File: src/verilog/ddeh_consts.vh
// Functional notes
// RULE_01: Delay timer works only while the channel delay field is non-zero.
// RULE_02: Descriptor with end-of-packet flag starts the delay timer counting up.
// RULE_03: Descriptor with start-of-packet flag clears the delay timer.
// RULE_04: Delay event zeroes the timer and holds it while the flag is set.
// RULE_05: Software clears the delay interrupt flag before counting resumes.
// RULE_06: Delay interrupt exists only in descriptor mode builds.
// RULE_07: Any error clears the channel run/stop bit and starts a halt.
// RULE_08: Halted sets only after all outstanding bus transfers complete.
// RULE_09: Descriptor mode logs failing descriptor address in current pointer.
// RULE_10: Simultaneous errors log exactly one descriptor pointer.
// RULE_11: After an error halt only a reset restarts the channel.
// RULE_12: Zero buffer length descriptor raises data mover internal error.
// RULE_13: Receive stream underflow against status length raises internal error.
// RULE_14: Without descriptor mode the internal error never reports.
// RULE_15: Payload slave error response raises data slave error.
// RULE_16: Payload decode error response raises data decode error.
// RULE_17: Fetched descriptor with completion bit set raises stale error.
// RULE_18: Descriptor path slave error response raises descriptor slave error.
// RULE_19: Descriptor path decode error response raises descriptor decode error.
// RULE_20: Descriptor errors stored only in channel status, never in memory.
// RULE_21: Priority: descriptor errors, then zero length, then other data errors.
// RULE_22: Slave and decode errors of one path never reported together.
// RULE_23: Enabled delay event reloads the coalescing threshold counter.
// RULE_24: Interrupt output rises on delay or error when enabled; the code drives it only in descriptor mode builds (SG_MODE non-zero).
// RULE_25: Delay event fires when count reaches the programmed non-zero delay.
`ifndef DDEH_CONSTS_VH
`define DDEH_CONSTS_VH
// Register offsets
`define DDEH_REG_CTRL 4'h0
`define DDEH_REG_STAT 4'h1
`define DDEH_REG_CDP 4'h2
`define DDEH_REG_THR 4'h3
// Control field positions
`define DDEH_CTRL_RS 0
`define DDEH_CTRL_DLY_IEN 13
`define DDEH_CTRL_ERR_IEN 14
`define DDEH_CTRL_DLY_LO 24
`define DDEH_CTRL_DLY_HI 31
// Status field positions
`define DDEH_ST_HALTED 0
`define DDEH_ST_DM_INT 4
`define DDEH_ST_DM_SLV 5
`define DDEH_ST_DM_DEC 6
`define DDEH_ST_SG_INT 8
`define DDEH_ST_SG_SLV 9
`define DDEH_ST_SG_DEC 10
`define DDEH_ST_DLY_IRQ 13
`define DDEH_ST_ERR_IRQ 14
`define DDEH_ST_DCNT_LO 24
`define DDEH_ST_DCNT_HI 31
// Reset values
`define DDEH_CTRL_RST 32'h00000000
`define DDEH_THR_RST 8'h01
`define DDEH_ZERO8 8'h00
`define DDEH_ZERO32 32'h00000000
`define DDEH_ONE8 8'h01
// Priority levels
`define DDEH_PRI_NONE 2'h0
`define DDEH_PRI_DESC 2'h1
`define DDEH_PRI_ZLEN 2'h2
`define DDEH_PRI_DATA 2'h3
`endif

File: src/verilog/ddeh_channel.v
`include "ddeh_consts.vh"

module ddeh_channel #(
    parameter SG_MODE = 1,
    parameter STS_LEN = 1,
    parameter PTR_W = 32
) (
    input wire core_clk,
    input wire srst,
    input wire [3:0] reg_addr,
    input wire [31:0] reg_wdata,
    input wire reg_wr,
    input wire reg_rd,
    output reg [31:0] reg_rdata_ff,
    input wire desc_valid,
    input wire desc_sof,
    input wire desc_eof,
    input wire desc_complete,
    input wire [22:0] desc_length,
    input wire [PTR_W-1:0] desc_addr,
    input wire [PTR_W-1:0] data_desc_addr,
    input wire rx_underflow,
    input wire data_resp_valid,
    input wire [1:0] data_resp,
    input wire sg_resp_valid,
    input wire [1:0] sg_resp,
    input wire [PTR_W-1:0] sg_resp_addr,
    input wire bus_outstanding,
    output reg run_ff,
    output reg halted_ff,
    output reg introut_ff,
    output reg thr_reload_ff
);

    localparam [1:0] RESP_SLV = 2'h2;
    localparam [1:0] RESP_DEC = 2'h3;
    localparam [1:0] ST_IDLE = 2'h0;
    localparam [1:0] ST_RUN = 2'h1;
    localparam [1:0] ST_DRAIN = 2'h2;
    localparam [1:0] ST_HALT = 2'h3;

    // Priority level for a set of new error causes
    function [1:0] ddeh_pri;
        input desc_err;
        input zlen_err;
        input data_err;
        begin
            if (desc_err) begin
                ddeh_pri = `DDEH_PRI_DESC;
            end else if (zlen_err) begin
                ddeh_pri = `DDEH_PRI_ZLEN;
            end else if (data_err) begin
                ddeh_pri = `DDEH_PRI_DATA;
            end else begin
                ddeh_pri = `DDEH_PRI_NONE;
            end
        end
    endfunction

    reg [31:0] ctrl_ff;
    reg [7:0] thr_ff;
    reg [7:0] dcnt_ff;
    reg dcnt_run_ff;
    reg dly_irq_ff;
    reg err_irq_ff;
    reg dm_int_ff, dm_slv_ff, dm_dec_ff;
    reg sg_int_ff, sg_slv_ff, sg_dec_ff;
    reg [PTR_W-1:0] cdp_ff;
    reg ptr_logged_ff;
    reg [1:0] state_ff;
    reg [1:0] nxt_state;

    wire [7:0] dly_field = ctrl_ff[`DDEH_CTRL_DLY_HI:`DDEH_CTRL_DLY_LO];
    wire dly_en = (SG_MODE != 0) && (dly_field != `DDEH_ZERO8); // RULE_01 RULE_06
    wire wr_ctrl = reg_wr && (reg_addr == `DDEH_REG_CTRL);
    wire wr_stat = reg_wr && (reg_addr == `DDEH_REG_STAT);
    wire wr_thr = reg_wr && (reg_addr == `DDEH_REG_THR);

    // Error causes, gated by build mode except the data response errors
    wire sg = (SG_MODE != 0);
    wire zlen_err = sg && desc_valid && (desc_length == 23'h000000); // RULE_12 RULE_14
    wire uflow_err = sg && (STS_LEN != 0) && rx_underflow; // RULE_13 RULE_14
    wire stale_err = sg && desc_valid && desc_complete; // RULE_17
    wire dslv_err = data_resp_valid && (data_resp == RESP_SLV); // RULE_15
    wire ddec_err = data_resp_valid && (data_resp == RESP_DEC); // RULE_16 RULE_22
    wire sslv_err = sg && sg_resp_valid && (sg_resp == RESP_SLV); // RULE_18
    wire sdec_err = sg && sg_resp_valid && (sg_resp == RESP_DEC); // RULE_19 RULE_22
    wire desc_err = stale_err || sslv_err || sdec_err;
    wire data_err = uflow_err || dslv_err || ddec_err;
    wire any_err = desc_err || zlen_err || data_err;
    wire [1:0] pri = ddeh_pri(desc_err, zlen_err, data_err); // RULE_21
    wire dly_hit = dly_en && dcnt_run_ff && !dly_irq_ff &&
                   (dcnt_ff + `DDEH_ONE8 >= dly_field); // RULE_25

    // Pointer chosen by the top-priority cause
    reg [PTR_W-1:0] err_ptr;
    always @* begin
        case (pri)
            `DDEH_PRI_DESC: err_ptr = sg_resp_valid ? sg_resp_addr : desc_addr;
            `DDEH_PRI_ZLEN: err_ptr = desc_addr;
            default: err_ptr = data_desc_addr;
        endcase
    end

    // Halt sequencing state machine
    always @* begin
        case (state_ff)
            ST_IDLE: nxt_state = (wr_ctrl && reg_wdata[`DDEH_CTRL_RS]) ? ST_RUN : ST_IDLE;
            ST_RUN: nxt_state = any_err ? ST_DRAIN : ST_RUN; // RULE_07
            ST_DRAIN: nxt_state = bus_outstanding ? ST_DRAIN : ST_HALT; // RULE_08
            ST_HALT: nxt_state = ST_HALT; // RULE_11
            default: nxt_state = ST_IDLE;
        endcase
    end

    always @(posedge core_clk) begin
        if (srst) begin
            state_ff <= ST_IDLE;
            ctrl_ff <= `DDEH_CTRL_RST;
            thr_ff <= `DDEH_THR_RST;
            run_ff <= 1'b0;
            halted_ff <= 1'b1;
        end else begin
            state_ff <= nxt_state;
            if (wr_thr) begin
                thr_ff <= reg_wdata[7:0];
            end
            // Error forces run bit low; errored channel ignores run writes
            if (any_err || state_ff == ST_DRAIN || state_ff == ST_HALT) begin
                ctrl_ff <= {ctrl_ff[31:1], 1'b0}; // RULE_07 RULE_11
            end else if (wr_ctrl) begin
                ctrl_ff <= reg_wdata;
            end
            run_ff <= (nxt_state == ST_RUN);
            halted_ff <= (nxt_state == ST_HALT) || (nxt_state == ST_IDLE); // RULE_08
        end
    end

    // Delay timer
    always @(posedge core_clk) begin
        if (srst) begin
            dcnt_ff <= `DDEH_ZERO8;
            dcnt_run_ff <= 1'b0;
            dly_irq_ff <= 1'b0;
            thr_reload_ff <= 1'b0;
        end else begin
            thr_reload_ff <= dly_hit || wr_thr; // RULE_23
            if (!dly_en) begin
                dcnt_ff <= `DDEH_ZERO8; // RULE_01
                dcnt_run_ff <= 1'b0;
            end else if (dly_hit) begin
                dcnt_ff <= `DDEH_ZERO8; // RULE_04
                dcnt_run_ff <= 1'b0;
            end else if (desc_valid && desc_sof) begin
                dcnt_ff <= `DDEH_ZERO8; // RULE_03
                dcnt_run_ff <= desc_eof;
            end else if (desc_valid && desc_eof) begin
                dcnt_ff <= `DDEH_ZERO8; // RULE_02
                dcnt_run_ff <= 1'b1;
            end else if (dcnt_run_ff && !dly_irq_ff) begin
                dcnt_ff <= dcnt_ff + `DDEH_ONE8; // RULE_04 RULE_05
            end
            // Set wins over software clear
            if (dly_hit) begin
                dly_irq_ff <= 1'b1; // RULE_25
            end else if (wr_stat && reg_wdata[`DDEH_ST_DLY_IRQ]) begin
                dly_irq_ff <= 1'b0; // RULE_05
            end
        end
    end

    // Sticky error bits and pointer log
    always @(posedge core_clk) begin
        if (srst) begin
            {dm_int_ff, dm_slv_ff, dm_dec_ff} <= 3'h0;
            {sg_int_ff, sg_slv_ff, sg_dec_ff} <= 3'h0;
            err_irq_ff <= 1'b0;
            cdp_ff <= {PTR_W{1'b0}};
            ptr_logged_ff <= 1'b0;
        end else begin
            // Status only, nothing written back to memory
            if (zlen_err || uflow_err) dm_int_ff <= 1'b1; // RULE_20
            if (dslv_err) dm_slv_ff <= 1'b1;
            if (ddec_err) dm_dec_ff <= 1'b1;
            if (stale_err) sg_int_ff <= 1'b1;
            if (sslv_err) sg_slv_ff <= 1'b1;
            if (sdec_err) sg_dec_ff <= 1'b1;
            if (any_err) begin
                err_irq_ff <= 1'b1;
            end else if (wr_stat && reg_wdata[`DDEH_ST_ERR_IRQ]) begin
                err_irq_ff <= 1'b0;
            end
            // First error only; later ones leave the pointer alone
            if (sg && any_err && !ptr_logged_ff) begin
                cdp_ff <= err_ptr; // RULE_09 RULE_10
                ptr_logged_ff <= 1'b1;
            end
        end
    end

    // Interrupt output and register read port
    always @(posedge core_clk) begin
        if (srst) begin
            introut_ff <= 1'b0;
            reg_rdata_ff <= `DDEH_ZERO32;
        end else begin
            introut_ff <= sg && ((dly_irq_ff && ctrl_ff[`DDEH_CTRL_DLY_IEN]) ||
                          (err_irq_ff && ctrl_ff[`DDEH_CTRL_ERR_IEN])); // RULE_24
            reg_rdata_ff <= `DDEH_ZERO32;
            if (reg_rd) begin
                case (reg_addr)
                    `DDEH_REG_CTRL: reg_rdata_ff <= ctrl_ff;
                    `DDEH_REG_STAT: begin
                        reg_rdata_ff[`DDEH_ST_HALTED] <= halted_ff;
                        reg_rdata_ff[`DDEH_ST_DM_INT] <= dm_int_ff;
                        reg_rdata_ff[`DDEH_ST_DM_SLV] <= dm_slv_ff;
                        reg_rdata_ff[`DDEH_ST_DM_DEC] <= dm_dec_ff;
                        reg_rdata_ff[`DDEH_ST_SG_INT] <= sg_int_ff;
                        reg_rdata_ff[`DDEH_ST_SG_SLV] <= sg_slv_ff;
                        reg_rdata_ff[`DDEH_ST_SG_DEC] <= sg_dec_ff;
                        reg_rdata_ff[`DDEH_ST_DLY_IRQ] <= dly_irq_ff;
                        reg_rdata_ff[`DDEH_ST_ERR_IRQ] <= err_irq_ff;
                        reg_rdata_ff[`DDEH_ST_DCNT_HI:`DDEH_ST_DCNT_LO] <= dcnt_ff;
                    end
                    `DDEH_REG_CDP: reg_rdata_ff <= cdp_ff[31:0];
                    `DDEH_REG_THR: reg_rdata_ff <= {24'h000000, thr_ff};
                    default: reg_rdata_ff <= `DDEH_ZERO32;
                endcase
            end
        end
    end

endmodule

File: config.mk
export PLATFORM = sky130hd
export DESIGN_NAME = ddeh_channel
export DESIGN_NICKNAME = d
export VERILOG_FILES = /design/src/verilog/ddeh_channel.v
export VERILOG_INCLUDE_DIRS = /design/src /design/src/verilog
export SDC_FILE = /design/constraint.sdc
export NUM_CORES = 1
export LEC_CHECK = 0
export BUFFER_PORTS_ARGS = -buffer_cell sky130_fd_sc_hd__buf_2
export CORE_UTILIZATION = 29
export CTS_BUF_LIST = sky130_fd_sc_hd__clkbuf_8 sky130_fd_sc_hd__clkbuf_16
export CTS_CLUSTER_SIZE = 24
export DETAILED_ROUTE_END_ITERATION = 8
export SLEW_MARGIN = 25
export SYNTH_ARGS = -nofsm -noshare
export SYNTH_HDL_FRONTEND = slang
export SYNTH_SLANG_ARGS = --single-unit
File: constraint.sdc
create_clock -name core_clk -period 3.8 [get_ports core_clk]
set_clock_uncertainty 0.1 [all_clocks]
set_input_delay 0.38 -clock core_clk [delete_from_list [all_inputs] [get_ports core_clk]]
set_output_delay 0.38 -clock core_clk [all_outputs]
set_load 0.005 [all_outputs]
==> metrics, run 1 <==
status finished clean; Peak Freq 365.9 MHz; Top FF cell, synth dfxtp_1; cts hold-fix bufs 0; RSZ-0062 raised after global routing false; DP Worst Slack 0.8833 ns; crit path DAT 2.95 ns; residual DRC count 0; overall global routing resource usage 19.43%; Max VDD drop 0.0002062 V; Synth cell types 47; Max-slew headroom 36.76%; most common cell after layout, fill and taps aside buf_2; fin area 7895 um^2; # clock sinks 128; P per Cell Area 435.1 nW/um^2; post-synthesis cell area 6082 um^2; FP Rows 52; share of post-route cells with drive strength above 1 28.74%; CTS max path bufs 2; starting density of the core 29.77%; die area 21560 um^2; WL/cell 16.93 um; Worst Setup Path Type reg2reg; syn nets 930; Final Non-Filler Cells 1208; Port Buffers 206; Via Count 6176; htree depth 4; syn avg cell area 8.120 um^2; Clk Tree Root Cell clkbuf_16; vias in the first global route 5900; antenna violations before repair 3; fin crit share 71.92%; worst path cell trace nand3_1 > or2_2 > nor2_1 > xor2_1 > ha_1 > a21oi_1 > o21ai_0 > a22o_1 > nor4_1; number of synthesized flops with an enable pin 0; min cycle time layout 2.733 ns; Synth Register Bits 128; DRT Pass-1 Iters 7; largest net degree at the start of global routing 90; cts repair resizes 0; chip height 146.8 um; Post-Syn Instances 749; CTS tree built; grt total ovfl 0; commonest non-fill, non-tap cells in the layout buf_2, dfxtp_1, nand2_1; Leakage 0.003118 uW; area share of the largest cell type after synthesis 42.13%; worst-path maximum fanout 11; Synth-to-Final Area Change 29.81%; final setup fails 0; final hold violations 0; CTS Buf Count 17; placed instance area 7289 um^2; CORE AREA 20430 um^2; Routed Antenna Nets 0; Worst setup SP type flip-flop; hold crit path type in2reg; Max stage delay cell, worst path dfxtp_1; RePlAce Congestion 0.8071; Placed Cells 1174; nets 1104; Routed WL 20460 um; measured slew at the worst slew-check pin 0.9485 ns; post-synth top area cell dfxtp_1; # Max-Cap Violations 0; setup slack after layout 1.067 ns; Post-synth ARST share 0%; Final Max Slew Viols 0; post-CTS setup buffer count 0; die width 146.8 um; crit-path max cell delay 0.43 ns; register area share after synthesis 42.13%; Crit. End Element flip-flop; synth warn 0; dpl hpwl 14650 um; DRT iter0 DRCs 400; first-pass GRT wire length 32240 um; total negative setup slack 0 ns; # IOs 207; Worst-Skew Late Latency 0.43 ns; Via density 5.113; clock-pin slew on the worst setup and hold paths 0.06 ns; worst endpoint required time 4.02 ns; synth top area cells dfxtp_1, a21oi_1, nand2_1, a22oi_1, a311oi_1
[Yosys cell counts (3+ instances only)]
cell type / n
nand2_1: 121
nor4_2: 3
mux2_2: 3
nand3_1: 3
buf_4: 4
mux2i_1: 18
ha_1: 10
buf_2: 16
dfxtp_1: 128
nor2b_1: 7
nor3_1: 42
o21ai_0: 5
nor4_1: 5
xor2_1: 4
and2_1: 3
a311oi_1: 32
a21oi_1: 97
a31oi_1: 40
xnor2_1: 9
a22oi_1: 48
nor2_1: 63
or4_1: 3
clkbuf_1: 43
inv_1: 13
[path summary, 6_finish.rpt]
kind | from | to | slack (ns) | depth (start not counted)
max | dcnt_ff[0] | dcnt_run_ff | 1.07 | 9
min | reg_wdata[19] | ctrl_ff[19] | 0.10 | 3
max reg2reg | dcnt_ff[0] | dcnt_run_ff | 1.07 | 9
min reg2reg | ctrl_ff[2] | ctrl_ff[2] | 0.35 | 2
[power by group]
group | switching (uW) | internal, uW
combinational | 200 | 154
sequential | 38.8 | 1390
clock | 600 | 1050
total | 839 | 2600
[flip-flops by register name (all words and copies together) (netlist names)]
signal and count:
introut_ff 1, dm_dec_ff 1, dcnt_run_ff 1, halted_ff 1, run_ff 1, reg_rdata_ff 32, dly_irq_ff 1, state_ff 2
ctrl_ff 32, sg_int_ff 1, err_irq_ff 1, thr_reload_ff 1, thr_ff 8, sg_slv_ff 1, dm_slv_ff 1, ptr_logged_ff 1
dm_int_ff 1, dcnt_ff 8, cdp_ff 32, sg_dec_ff 1
[area by class of cell]
class / instances / area [um^2]
fill: 2188 / 12530
tap: 270 / 337.8
clock inverter: 13 / 147.6
multi-input combinational: 543 / 3208
timing repair buffer: 219 / 1129
sequential: 128 / 2562
inverter: 14 / 52.55
clock buffer: 19 / 452.9
antenna: 2 / 5.005
[metal layers]
metal	GRT usage (%)	share of wire [%]
met3	4.752	5.9
met4	6.771	1.9
met1	26.08	47
met2	30.24	45
met5	0	0.064
[kinds of logic (layout without fill, tap and decap cells)]
kind of cell | Yosys count | after routing | share of synthesized area [%]
simple gates | 263 | 263 | 19.52
compound gates | 235 | 235 | 25.14
flops | 128 | 128 | 42.13
buf+inv | 78 | 265 | 5.390
mux | 22 | 22 | 3.888
xor+xnor | 13 | 13 | 1.872
fa+ha+maj | 10 | 10 | 2.057
other cells | 0 | 2 | 0
[critical path: cells and delay by family, from the launching register on]
family,cells,cell delay (ns)
and+or+nand+nor,4,1.00
DFF,1,0.43
AOI/OAI and AO/OA,3,0.66
adders and majority gates,1,0.26
xor gates and xnor gates,1,0.17
[per-stage QoR]
step / total power (uW) / hold slack [ns] / utilization [%]
4_1_cts: 3471 / 0.08889 / 38.62
3_3_place_gp: 1807 / 0.3370 / 35.68
3_5_place_dp: 1810 / 0.3425 / 35.68
6_report: 3435 / 0.1012 / 38.65
2_1_floorplan: 1634 / 0.3285 / -
5_1_grt: 3580 / 0.09093 / 38.62
No activity file was read; power rests on OpenSTA's default activity.
==> inputs of run 2 (changes only) <==
clock period = 2.3 ns   (was 3.8 ns; I/O delays follow)
==> run 2 against run 1 <==
Effect of this change:
- first-iteration DRC count is 35% lower
- die area is the same
- worst hold slack got worse by 0.083 ns
- fmax grew 22%
- worst setup slack worse by 1.0 ns
- power up 73%
- cell count increased by 5.4%
- combinational power increased by 90%
- final area up 9.5%
- core utilization increased by 3.7 points
- highest routed layer is now met4
==> metrics, run 2 (synthesis results as in run 1) <==
Synth-to-Final Area Change 42.09%; Worst-Skew Late Latency 0.42 ns; WHS Path Cells 3; # Max-Cap Violations 0; worst-path maximum fanout 6; setup slack after layout 0.06720 ns; Routed Antenna Nets 0; Worst Min Path Start desc_complete; # clock sinks 128; worst endpoint required time 2.53 ns; FP Rows 52; area of the multi-input gates 3272 um^2; Storage cell area 2566 um^2; Final Hold Slack 0.01850 ns; worst reg-to-reg setup slack 0.07 ns; RePlAce Congestion 0.8401; # IOs 207; status finished clean; final setup fails 0; vias in the first global route 6077; Worst setup SP type flip-flop; worst path cell trace nand2_1 > or2_4 > nor2_2 > xor2_1 > ha_1 > a21oi_2 > o21ai_2 > a22o_4 > nor4_2; Top Registers cdp_ff: 32 flops, ctrl_ff: 32 flops, reg_rdata_ff: 32 flops; Peak Freq 447.9 MHz; total negative setup slack 0 ns; ant diodes 0; Reg2Reg Depth 9; nets 1171; Clk Tree Root Cell clkbuf_16; Max-slew headroom 40.83%; grt total ovfl 0; final hold violations 0; CTS Buf Count 17; die area 21560 um^2; starting density of the core 29.77%; WL/cell 16.58 um; first-pass GRT wire length 32640 um; die width 146.8 um; Max VDD drop 0.0003478 V; Final Max Slew Viols 0; Crit. End Element flip-flop; antenna violations before repair 2; share of post-route cells with drive strength above 1 31.01%; fin crit share 97.08%; DRT Pass-1 Iters 5; CP bufs+invs 0; crit-path max cell delay 0.35 ns; Leakage 0.003441 uW; Worst Hold Path EP sg_int_ff; Util after Layout 42.30%; P per Cell Area 686.4 nW/um^2; Via Count 6371; commonest non-fill, non-tap cells in the layout buf_2, dfxtp_1, nand2_1; min cycle time layout 2.233 ns; overall global routing resource usage 19.67%; CTS tree built; # fillers 2111; chip height 146.8 um; Final Non-Filler Cells 1273; CTS max path bufs 2; Via density 5.005; CORE AREA 20430 um^2; Port Buffers 206; DP Worst Slack -0.09134 ns; post-CTS setup buffer count 0; largest net degree at the start of global routing 65; dpl hpwl 15380 um; DRT iter0 DRCs 259; clock-pin slew on the worst setup and hold paths 0.06 ns; residual DRC count 0; measured slew at the worst slew-check pin 0.8875 ns; most common cell after layout, fill and taps aside buf_2; Max stage delay cell, worst path dfxtp_1; R2R Path End dcnt_run_ff; Routed WL 21110 um; Placed Cells 1200; crit path DAT 2.46 ns; CP delay by family, top simple AND/OR/NAND/NOR gates; Worst Setup Path Type reg2reg; Worst R2R Start dcnt_ff[4]; hold crit path type in2reg; htree depth 4
==> run 2: report_power, final <==
part	switching [uW]	internal [uW]
registers	60.9	2290
clock network	1040	1870
logic	350	322
==> run 2: through the flow <==
stage	power (uW)	cell area, um^2
CTS	5982	8603
global placement	3014	7545
detailed placement	3021	7545
finish	5932	8642
floorplan	2699	6092
global route	6170	8642
==> run 2: how the worst max path moves through the flow <==
| stage | start | depth (start not counted) | endpoint | slack [ns] |
|---|---|---|---|---|
| finish | dcnt_ff[4] | 9 | dcnt_run_ff | 0.07 |
| global route | dcnt_ff[1] | 9 | dly_irq_ff | -0.03 |
| CTS | dcnt_ff[0] | 10 | dcnt_ff[0] | 0.03 |
| detailed placement | dcnt_ff[1] | 9 | dcnt_run_ff | -0.09 |
| global placement | dcnt_ff[1] | 9 | dly_irq_ff | -0.05 |
| floorplan | dcnt_ff[1] | 10 | thr_reload_ff | 0.006 |
==> run 2: final cells by class <==
cell class / count / area share [%]
multi-input cells: 544 / 37.86
clock inverters: 13 / 2.157
flip-flops and latches: 128 / 29.69
well taps: 270 / 3.909
repair buffers: 285 / 20.53
inverters: 14 / 0.6081
clock buffers: 19 / 5.241
==> run 2: worst register-to-register path, stage by stage (launching register included) <==
cell and delay, ns:
dfxtp_1 0.35, nand2_1 0.06, or2_4 0.27, nor2_2 0.12, xor2_1 0.16, ha_1 0.28, a21oi_2 0.18, o21ai_2 0.10
a22o_4 0.29, nor4_2 0.23
==> run 2: routing by layer <==
metal | global-route usage (%) | share of wire [%] | up-vias
li1 | - | - | 3203
met1 | 26.16 | 46 | 2927
met2 | 30.71 | 45 | 215
met3 | 4.720 | 6.7 | 26
met4 | 7.396 | 1.8 | 0
met5 | 0 | 0 | -
==> run 2: repair_timing <==
item,in CTS,in global routing
endpoints found under the hold margin,44,0
pin swaps,2,5
hold buffers,40,0
setup endpoints to repair,11,11
cloned,1,0
gates resized for setup,3,10
==> inputs of run 3 (changes only) <==
clock period = 2.6 ns   (was 2.3 ns; I/O delays follow)
==> run 3 against run 2 <==
Effect of this change:
- flip-flop and latch count is the same
- non-clock buffer count shrank 20
- critical path depth is the same
- critical path type unchanged
- highest routed layer is now met5
==> metrics, run 3 (synthesis results as in run 1) <==
Worst Hold Path EP ctrl_ff[25]; worst endpoint required time 2.80 ns; nets 1150; CP delay by family, top compound AO/OA/AOI/OAI gates; Flop pwr share 42.9%; Worst setup SP type flip-flop; Crit. End Element flip-flop; Port Buffers 206; R2R Path End dly_irq_ff; Final Max Slew Viols 0; crit path DAT 2.61 ns; CTS Buf Count 17; die area 21560 um^2; hold crit path type in2reg; Via Count 6265; post-CTS setup buffer count 0; antenna violations before repair 3; min cycle time layout 2.413 ns; Clk pwr share 45.6%; Clk Tree Root Cell clkbuf_16; DRT iter0 DRCs 304; worst reg-to-reg setup slack 0.19 ns; WL/cell 16.37 um; CTS max path bufs 2; overall global routing resource usage 19.43%; switching share of power 24.35%; residual DRC count 0; Worst Min Path Start reg_wdata[25]; Peak Freq 414.4 MHz; FP Rows 52; starting density of the core 29.77%; RePlAce Congestion 0.8188; Max stage delay cell, worst path dfxtp_1; first-pass GRT wire length 32340 um; Routed WL 20490 um; RSZ-0062 raised after global routing false; largest net degree at the start of global routing 89; fin crit share 92.82%; Leakage 0.003300 uW; htree depth 4; # IOs 207; share of post-route cells with drive strength above 1 29.08%; chip height 146.8 um; Worst Setup Path Type reg2reg; power share of the combinational group 11.6%; status finished clean; Util after Layout 40.48%; CORE AREA 20430 um^2; # Max-Cap Violations 0; CP bufs+invs 0; Sw Pwr 1183 uW; CTS tree built; # clock sinks 128; P per Cell Area 587.7 nW/um^2; WHS Path Cells 3; clock-pin slew on the worst setup and hold paths 0.05 ns; grt total ovfl 0; worst-path maximum fanout 11; vias in the first global route 6153; final setup fails 0; Routed Antenna Nets 0; measured slew at the worst slew-check pin 0.9433 ns; Max VDD drop 0.0002585 V; Reg2Reg Depth 9; final hold violations 0; Pint 3677 uW; Top Registers cdp_ff: 32 flops, ctrl_ff: 32 flops, reg_rdata_ff: 32 flops; commonest non-fill, non-tap cells in the layout buf_2, dfxtp_1, nand2_1; Max-slew headroom 37.12%; crit-path max cell delay 0.37 ns; Via density 5.004; Synth-to-Final Area Change 35.98%; die width 146.8 um; DRT Pass-1 Iters 6; most common cell after layout, fill and taps aside buf_2; Worst-Skew Late Latency 0.41 ns; Worst R2R Start dcnt_ff[1]; worst path cell trace nand3_1 > or2_2 > nor2_1 > xor2_1 > ha_1 > a21oi_1 > o21ai_0 > a22o_2 > o21ba_2; dpl hpwl 14870 um; total negative setup slack 0 ns
run 3: cell count changes in the layout (fill, tap and decap cells not counted), sizes merged, moves of 3 or more:
cell / change
buf: -9
bufinv: -3
clkinv: -3
dlygate4sd3: -11
inv: +4
run 3: cell type report:
cell class              count  area, um^2
inverters                  14       52.55
clock buffers              21       480.5
clock inverters             9       70.07
diodes                      2       5.005
repair buffers            265        1546
fillers                  2115       12160
multi-input cells         543        3216
well taps                 270       337.8
flip-flops and latches    128        2562
run 3: through the flow:
stage / cells / total power (uW) / instance area [um^2] / setup WS, ns / hold WS [ns]
6_report: 1252 / 4860 / 8270 / 0.1866 / 0.01978
5_1_grt: 1250 / 5073 / 8265 / 0.04992 / 0.01103
4_1_cts: 1250 / 4912 / 8258 / 0.1363 / 0.005239
3_5_place_dp: 1191 / 2656 / 7417 / 0.1641 / 0.3433
3_3_place_gp: 1191 / 2655 / 7417 / 0.1754 / 0.3370
2_1_floorplan: 749 / 2388 / 6082 / 0.2251 / 0.2778
run 3: worst max-delay path by stage:
| stage | startpoint | end | slack [ns] | cells past startpoint |
|---|---|---|---|---|
| 4_1_cts | dcnt_ff[1] | dcnt_run_ff | 0.14 | 9 |
| 3_5_place_dp | dcnt_ff[1] | dly_irq_ff | 0.16 | 9 |
| 2_1_floorplan | dcnt_ff[2] | thr_reload_ff | 0.23 | 10 |
| 3_3_place_gp | dcnt_ff[1] | dly_irq_ff | 0.18 | 9 |
| 6_report | dcnt_ff[1] | dly_irq_ff | 0.19 | 9 |
| 5_1_grt | dcnt_ff[0] | dcnt_ff[4] | 0.05 | 10 |
run 3: routing by layer:
metal,global-route usage (%),part of all wire [%]
met1,25.44,45
met3,4.720,7.4
met2,30.95,46
met5,0,0.063
met4,6.979,1.9
run 3: what timing repair did:
item | CTS | global route
hold buffers | 29 | 0
endpoints found under the hold margin | 34 | 0
setup endpoints to repair | 0 | 8
resized for setup | 0 | 2
run 3: power groups by stage:
stage          Clock (uW)  Sequential, uW  Combinational [uW]
5_1_grt              2360            2090                 621
3_5_place_dp            0            2130                 530
3_3_place_gp            0            2130                 529
2_1_floorplan           0            2100                 293
4_1_cts              2260            2080                 564
6_report             2210            2080                 562
run 3: worst min-delay path, delay by kind of cell:
family                 cells  cell delay [ns]
AOI/OAI and AO/OA          1             0.06
and+or+nand+nor            1             0.05
buffers and inverters      1             0.10
